`src/qop_pkg.sv`:
```
// Overview of operation
// - Shared level register bits 0..3 set pins A..D when in shared mode.
// - Select 000 leaves the pin undriven with the weak pull-down enabled.
// - Select 001 drives the pin from the channel's private level bit.
// - Select 010 drives the pin from its shared level bit.
// - Select 011 drives the pin with the debounced comparator result.
// - Select 100 holds the pin in high impedance without pull resistor.
// - Select codes 101, 110 and 111 also give high impedance.
// - Four pin source registers sit at consecutive addresses, channel A lowest.
// - Shared level register resets to zero; bits 15..4 read zero, ignore writes.
// - Zero debounce time bypasses debounce; comparator result feeds select 011 directly.
// - Comparator invert bit set inverts the comparator result before that path.
package qop_pkg;

    // ****************************************
    // Register map and fields.
    // ****************************************
    localparam int              ADDR_W          = 8;
    localparam int              DATA_W          = 16;
    localparam int              NUM_CH          = 4;
    localparam logic [7:0]      SHARED_ADDR     = 8'h0D;
    localparam logic [7:0]      CFG_BASE_ADDR   = 8'h0E;
    localparam logic [7:0]      CFG_LAST_ADDR   = 8'h11;
    localparam logic [3:0]      SHARED_RESET    = 4'h0;
    localparam logic [3:0]      CFG_RESET       = 4'h0;
    localparam int              LEVEL_LSB       = 0;
    localparam int              LEVEL_W         = 4;
    localparam int              DATA_BIT        = 3;
    localparam int              SEL_LSB         = 0;
    localparam int              SEL_W           = 3;

    // ****************************************
    // Source select codes.
    // ****************************************
    localparam logic [2:0]      SEL_PULLDOWN    = 3'h0;
    localparam logic [2:0]      SEL_PRIVATE     = 3'h1;
    localparam logic [2:0]      SEL_SHARED      = 3'h2;
    localparam logic [2:0]      SEL_COMPARATOR  = 3'h3;
    localparam logic [2:0]      SEL_HIZ         = 3'h4;
    localparam logic [4:0]      DEBOUNCE_BYPASS = 5'h00;

    typedef logic [4:0] qop_dbt_t;

    typedef struct packed {
        logic       private_level_bit;
        logic [2:0] source_select_field;
    } qop_cfg_t;

    typedef struct packed {
        logic level;
        logic oe;
        logic pd_en;
    } qop_pin_t;

endpackage

```
`src/qop_top.sv`:
```
`timescale 1ns/1ps
module qop_top (
    input  wire logic                      CLK,
    input  wire logic                      RSTN,
    input  wire logic                      WR_EN,
    input  wire logic [qop_pkg::ADDR_W-1:0] ADDR,
    input  wire logic [qop_pkg::DATA_W-1:0] WDATA,
    output logic      [qop_pkg::DATA_W-1:0] RDATA,
    input  wire logic [3:0]                COMP_RAW,
    input  wire logic [3:0]                COMP_INVERT,
    input  wire qop_pkg::qop_dbt_t [3:0]   DEBOUNCE_TIME,
    input  wire logic [3:0]                COMP_DEBOUNCED,
    output logic      [3:0]                COMP_TO_DEBOUNCE,
    output logic      [3:0]                GPO_OUT,
    output logic      [3:0]                GPO_OE,
    output logic      [3:0]                GPO_PD_EN
);
    import qop_pkg::*;

    // ****************************************
    // Helpers.
    // ****************************************
    function automatic logic is_cfg_addr(input logic [ADDR_W-1:0] a);
        return (a >= CFG_BASE_ADDR) && (a <= CFG_LAST_ADDR);
    endfunction

    // One bit per channel, set where the pin follows the shared level register.
    function automatic logic [NUM_CH-1:0] shared_mask(input qop_cfg_t [NUM_CH-1:0] c);
        logic [NUM_CH-1:0] m;
        m = '0;
        for (int i = 0; i < NUM_CH; i++) begin
            m[i] = (c[i].source_select_field == SEL_SHARED);
        end
        return m;
    endfunction

    // An undriven pin keeps its level low, so enabling it later never shows a stale level.
    function automatic qop_pin_t pin_drive(input qop_cfg_t c, input logic shared_bit, input logic comp);
        qop_pin_t p;
        p = '{level: 1'b0, oe: 1'b0, pd_en: 1'b0};
        case (c.source_select_field)
            SEL_PULLDOWN: p.pd_en = 1'b1;
            SEL_PRIVATE: p = '{level: c.private_level_bit, oe: 1'b1, pd_en: 1'b0};
            SEL_SHARED: p = '{level: shared_bit, oe: 1'b1, pd_en: 1'b0};
            SEL_COMPARATOR: p = '{level: comp, oe: 1'b1, pd_en: 1'b0};
            default: p = '{level: 1'b0, oe: 1'b0, pd_en: 1'b0};
        endcase
        return p;
    endfunction

    // ****************************************
    // Register file.
    // ****************************************
    logic [3:0]               shared;
    logic [3:0]               next_shared;
    qop_cfg_t [NUM_CH-1:0]    cfg;
    qop_cfg_t [NUM_CH-1:0]    next_cfg;
    logic [DATA_W-1:0]        next_rdata;
    logic [1:0]               idx;

    // Reserved bits are never stored, so they read back as zero whatever was written.
    // Read data is registered: RDATA answers the address that stood at the previous edge.
    always_comb begin
        next_shared = shared;
        next_cfg    = cfg;
        idx         = 2'(ADDR - CFG_BASE_ADDR);
        if (WR_EN && ADDR == SHARED_ADDR) begin
            next_shared = WDATA[LEVEL_LSB +: LEVEL_W];
        end
        if (WR_EN && is_cfg_addr(ADDR)) begin
            next_cfg[idx] = qop_cfg_t'({WDATA[DATA_BIT], WDATA[SEL_LSB +: SEL_W]});
        end
        next_rdata = '0;
        if (ADDR == SHARED_ADDR) begin
            next_rdata = {12'h000, shared};
        end else if (is_cfg_addr(ADDR)) begin
            next_rdata = {12'h000, cfg[idx]};
        end
    end

    always_ff @(posedge CLK or negedge RSTN) begin
        if (!RSTN) begin
            shared <= SHARED_RESET;
            cfg    <= {NUM_CH{qop_cfg_t'(CFG_RESET)}};
            RDATA  <= '0;
        end else begin
            shared <= next_shared;
            cfg    <= next_cfg;
            RDATA  <= next_rdata;
        end
    end

    // ****************************************
    // Comparator path and pin drivers.
    // ****************************************
    logic [3:0] comp_eff;
    logic [3:0] comp_sel;
    logic [3:0] next_out;
    logic [3:0] next_oe;
    logic [3:0] next_pd;
    qop_pin_t   pin;

    // The invert bit acts ahead of both the bypass path and the debouncer feed.
    always_comb begin
        comp_eff = COMP_RAW ^ COMP_INVERT;
        next_out = '0;
        next_oe  = '0;
        next_pd  = '0;
        comp_sel = '0;
        pin      = '{level: 1'b0, oe: 1'b0, pd_en: 1'b0};
        for (int i = 0; i < NUM_CH; i++) begin
            comp_sel[i] = (DEBOUNCE_TIME[i] == DEBOUNCE_BYPASS) ? comp_eff[i] : COMP_DEBOUNCED[i];
            pin         = pin_drive(cfg[i], shared[i], comp_sel[i]);
            next_out[i] = pin.level;
            next_oe[i]  = pin.oe;
            next_pd[i]  = pin.pd_en;
        end
    end

    always_ff @(posedge CLK or negedge RSTN) begin
        if (!RSTN) begin
            GPO_OUT          <= '0;
            GPO_OE           <= '0;
            GPO_PD_EN        <= '1;
            COMP_TO_DEBOUNCE <= '0;
        end else begin
            GPO_OUT          <= next_out;
            GPO_OE           <= next_oe;
            GPO_PD_EN        <= next_pd;
            COMP_TO_DEBOUNCE <= comp_eff;
        end
    end

    // ****************************************
    // Per-channel pin and register checks.
    // ****************************************
    for (genvar g = 0; g < NUM_CH; g++) begin : g_chk

    end
endmodule

```
`config.mk`:
```
export PLATFORM = sky130hd
export DESIGN_NAME = qop_top
export DESIGN_NICKNAME = d
export VERILOG_FILES = /design/src/qop_pkg.sv /design/src/qop_top.sv
export SDC_FILE = /design/constraint.sdc
export NUM_CORES = 1
export LEC_CHECK = 0
export ABC_AREA = 0
export BUFFER_PORTS_ARGS = -buffer_cell sky130_fd_sc_hd__buf_2
export CORE_MARGIN = 5
export CORE_UTILIZATION = 46
export DETAILED_ROUTE_END_ITERATION = 7
export PLACE_DENSITY = 0.77
export SYNTH_ARGS = -nofsm -noshare
export SYNTH_HDL_FRONTEND = slang
export SYNTH_SLANG_ARGS = --single-unit
```
`constraint.sdc`:
```
create_clock -name CLK -period 1.7 [get_ports CLK]
set_clock_uncertainty 0.15 [all_clocks]
set_input_delay 0.085 -clock CLK [delete_from_list [all_inputs] [get_ports CLK]]
set_output_delay 0.085 -clock CLK [all_outputs]
set_load 0.03 [all_outputs]
```
## Word level (Yosys, flattened, before mapping)

Cells that the tools add are included.

- Flip-flop bits (word level): 52
- Logic and storage cells: 64

- Add/subtract/negate cells: 1
- Order comparisons: 4
- Eq/ne operators: 13
- Multiplexer cells: 19
- Bitwise logic cells: 1
- Reduce and logical (&&, ||, !) cells: 12

Operators by type and width:

| operator | count |
|---|---|
| $eq A3 B2 Y1 const B | 8 |
| $pmux W2 S3 | 4 |
| $logic_not A5 Y1 | 4 |
| $bwmux W16 | 1 |
| $mux W4 | 4 |
| $eq A3 B1 Y1 const B | 4 |
| $logic_not A3 Y1 | 4 |
| $bmux W4 S2 | 1 |
| $demux W4 S2 | 1 |
| $eq A8 B4 Y1 const B | 1 |
| $ge A8 B4 Y1 const B | 1 |
| $le A8 B5 Y1 const B | 1 |
| $mux W1 | 8 |
| $logic_and A1 B1 Y1 | 4 |
| $xor A4 B4 Y4 | 1 |
| $lt A2 B3 Y1 const B | 1 |
| $ge A2 B1 Y1 const B | 1 |
| $sub A2 B2 Y2 const B | 1 |

## Logic depth before layout (Yosys ltp)

- Depth in word-level cells: 6
- Gate-level depth with buffers: 4
- Gate-level depth less buffers: 3

## Worst setup path before layout

Ideal clock, no wire load.

- Path type: input-to-reg
- Start: in ADDR[1] in the netlist's numbering
- End: reg cfg[12] in the netlist's numbering
- Arrival: 1.410 ns
- Data required time: 1.425 ns
- Slack: 0.015 ns
- Stages on the path: 4
- Buffers on the path: 1
- Cell sequence: buf_6 > or4b_4 > or3_4 > mux2_4

- Longest elaborated chain between the ends: 6
- Elaborated cells on any way between the ends: 11
- Classes of those cells: add/sub: 1; order compare: 4; mux: 3; reduce/logical: 3

RTL lines:

| element | line | text |
|---|---|---|
| from (decl) | qop_top.sv:6 | `input wire logic [qop_pkg::ADDR_W-1:0] ADDR,` |
| $sub A2 B2 Y2 | qop_top.sv:66 | `idx = 2'(ADDR - CFG_BASE_ADDR);` |
| $lt A2 B3 Y1 (implied by the code) or $ge A2 B1 Y1 (tied branches) | qop_top.sv:71 | `next_cfg[idx] = qop_cfg_t'({WDATA[DATA_BIT], WDATA[SEL_LSB +: SEL_W]});` |
| $logic_and A1 B1 Y1 (implied by the code) | qop_top.sv:71 |  |
| $mux W4 (implied by the code) | qop_top.sv:71 |  |
| $demux W4 S2 | qop_top.sv:71 |  |
| $bwmux W16 | qop_top.sv:71 |  |
| to (signal assigned) | qop_top.sv:84 | `cfg <= {NUM_CH{qop_cfg_t'(CFG_RESET)}};` |
| to (signal assigned) | qop_top.sv:88 | `cfg <= next_cfg;` |
| to (decl) | qop_top.sv:56 | `qop_cfg_t [NUM_CH-1:0] cfg;` |

Parallel ways exist; a longest one is shown, timed or not.
A chain may end at the register's enable or synchronous reset.

## Final worst setup path

- Start: in ADDR[5] in the netlist's numbering
- End: reg cfg[7] in the netlist's numbering

- Longest elaborated chain between the ends: 3
- Elaborated cells on any way between the ends: 4
- Classes of those cells: order compare: 2; reduce/logical: 2

RTL lines:

| element | line | text |
|---|---|---|
| $ge A8 B4 Y1 or $le A8 B5 Y1 (tied branches) | qop_top.sv:24 | `return (a >= CFG_BASE_ADDR) && (a <= CFG_LAST_ADDR);` |
| $logic_and A1 B1 Y1 * | qop_top.sv:24 |  |
| $logic_and A1 B1 Y1 * | qop_top.sv:70 | `if (WR_EN && is_cfg_addr(ADDR)) begin` |

Every way passes the cells marked *; elsewhere a longest branch is shown, timed or not.

==> impl_metrics.csv <==
group,metric,value,unit
outcome,status,"finished clean",
synthesis,synth_mux_area_share,17.2,%
final_layout,design_area,2540,um2
clock_tree,cts.clk_slew.worst_paths,0.07,ns
synthesis,synth_top_area_share,47.0,%
sta,finalCriticalPeriod,1.47,ns
die,rows,23,
critical_path,r2r-end,"RDATA[0]",
synthesis,yosysSeqAreaShare,52.5,%
route,drt-total-wl,4500,um
pwr,irDropWorstVdd,0.365,mV
synthesis,synth_edf_count,0,
final_layout,drive_above_1_share,47.3,%
final_layout,layout_commonest_cell,"buf_2",
route,dr.pass1.iters,4,
critical_path,reg2reg_depth,2,
route,viasPerCell,5.19,
die,ios,91,
pwr,power.switching,0.547,mW
pwr,clock_power_share,31.3,%
global_route,grt_overflow,0,
synthesis,synth_cell_types,28,
sta,rsz0062_at_grt,"false",
die,die_y,74.5,um
route,ant_nets,0,
critical_path,cp_max_fo,5,
critical_path,arrival,1.49,ns
critical_path,r2r_setup_slack,0.26,ns
synthesis,synthAdderAreaFrac,0,%
final_layout,syn_to_final_growth,32.9,%
route,vias,1500,
synthesis,synthArstFlopShare,100,%
pwr,finalPower,2.04,mW
synthesis,yosys-top-cells-area,"dfrtp_1 47%, mux2_2 9.4%, dfstp_2 5.5%",
global_route,antenna_found_initial,0,
die,dieArea,5550,um2
pwr,switching_share,26.8,%
clock_tree,cts_tree,"yes",
synthesis,synth_xor_area_share,1.83,%
sta,hold_viol,0,
clock_tree,clockBufferDepth,2,
placement,place_area,2300,um2
die,initial_core_util,47.5,%
die,die_w,74.5,um
final_layout,antennaDiodeCount,0,
pwr,p_int,1.49,mW
sta,fmax,0.682,GHz
sta,period_share,86.3,%
hold_path,hold_depth,4,
pwr,powerDensity,801,nW/um2
clock_tree,postCtsSetupRepairBufs,0,
clock_tree,numCtsBuffers,5,
synthesis,avgSynthCellArea,13.2,um2
placement,dp_hpwl,3330,um
hold_path,hp-class,"input port to register",
route,drc_errors,0,
pwr,seqPwrFrac,51.7,%
synthesis,ys.warnings.count,0,
die,core,4030,um2
clock_tree,cts_sinks,40,
critical_path,crit_path_end_kind,"register",
route,wl_per_cell,15.6,um
synthesis,syn-cell-area,1920,um2
pwr,power.leakage,1.29,nW
synthesis,synth-simple-area-share,15.0,%
synthesis,synth_seq_cells,40,
critical_path,cp-start-kind,"input port",
critical_path,reg2reg_from,"cfg[8]",
final_layout,fin_nets,297,
synthesis,synth_top_family_by_area,"multiplexers",
critical_path,worstSetupPathType,"input port to register",
sta,setup_viol,0,
critical_path,required,1.73,ns
hold_path,hp-start,"DEBOUNCE_TIME[4]",
clock_tree,htreeDepth,2,
synthesis,yosysTopAreaCell,"dfrtp_1",
synthesis,postSynthCellCount,145,
global_route,grt_usage,17.0,%
synthesis,synth_compound_area_share,7.51,%
global_route,grt_pass1_wl,7070,um
run,maxCapViolCount,0,
placement,gp_congestion,0.790,
clock_tree,root_buffer,"clkbuf_8",
global_route,grt_pass1_vias,1561,
route,drt-initial-drc-count,80,
sta,drv_slew,0,
final_layout,final_cell_mix,"66 x buf_2, 36 x dfrtp_1, 16 x mux2_2, 15 x dlygate4sd3_1, 12 x conb_1",
hold_path,min_to,"GPO_OUT[0]",
clock_tree,insertion_delay,0.29,ns
pwr,pwr-share-comb,17.0,%
global_route,grt_max_degree,41,
synthesis,ys.flop_type,"dfrtp_1",
placement,port_buffers,66,
cells in the mapped netlist (all sizes together) (2+ instances only):
cell type  number
xor2            4
or3             5
a32o            4
mux4            4
a311o           3
mux2           20
nand3b          8
and3b           4
nand4b          2
dfstp           4
nor2           10
or4b            2
o311a           3
buf            13
a21oi           4
dfrtp          36
nor3           12
flip-flops by register name, indices dropped and copies added, names as in the netlist:
register	cells
cfg	16
GPO_OUT	4
RDATA	4
GPO_PD_EN	4
shared	4
COMP_TO_DEBOUNCE	4
GPO_OE	4
power groups by stage:
stage          Sequential, mW  Clock, mW  Combinational, mW
2_1_floorplan            1.13          0              0.138
3_3_place_gp             1.07          0              0.307
3_5_place_dp             1.07          0              0.315
4_1_cts                  1.05      0.646              0.348
5_1_grt                  1.06      0.694              0.375
6_report                 1.05      0.638              0.347
stage by stage:
stage / cells / setup TNS [ns] / hold WS, ns / setup WS [ns] / utilization, %
6_report: 289 / 0 / 0.00514 / 0.234 / 63.2
5_1_grt: 289 / 0 / 0.0344 / 0.199 / 63.2
4_1_cts: 289 / 0 / 0.00269 / 0.237 / 63.2
3_5_place_dp: 266 / -0.472 / 0.0141 / -0.0610 / 57.2
3_3_place_gp: 266 / -0.402 / 0.0144 / -0.0550 / 57.2
2_1_floorplan: 156 / 0 / -0.361 / 0.0151 / -
metal layers:
layer  track usage [%]  vias to the layer above  part of all wire [%]
li1                  -                      711                     -
met1              19.2                      740                    38
met2              31.0                       39                    54
met3              3.78                       10                   5.2
met4              6.72                        0                   2.3
met5                 0                        -                     0
worst max-delay path by stage:
stage / endpoint / start / slack [ns]
6_report: cfg[7] / ADDR[5] / 0.23
5_1_grt: cfg[5] / ADDR[5] / 0.20
4_1_cts: cfg[5] / ADDR[5] / 0.24
3_5_place_dp: cfg[15] / ADDR[3] / -0.06
3_3_place_gp: cfg[15] / ADDR[3] / -0.05
2_1_floorplan: cfg[12] / ADDR[1] / 0.02
logic make-up after synthesis:
kind of cell,Yosys count
buffers and inverters,15
xor gates and xnor gates,4
AOI/OAI and AO/OA,17
and+or+nand+nor,44
muxes,24
other,1
DFF,40
what timing repair did:
item,in CTS,in global routing
hold buffers,15,0
endpoints found under the setup margin,0,0
hold endpoints to repair,62,0
gates resized for setup,0,0
final cells by class:
class / instances / area, um2
timing repair buffer: 89 / 541
multi-input combinational: 101 / 842
sequential: 40 / 1010
tap: 50 / 62.6
fill: 312 / 1480
inverter: 1 / 3.75
clock buffer: 8 / 90.1
worst max-delay path, stage by stage:
cell and delay [ns]:
buf_2 0.10, or4b_4 0.57, or3_1 0.43, mux2_2 0.30
Power figures use the tool's default switching activity.
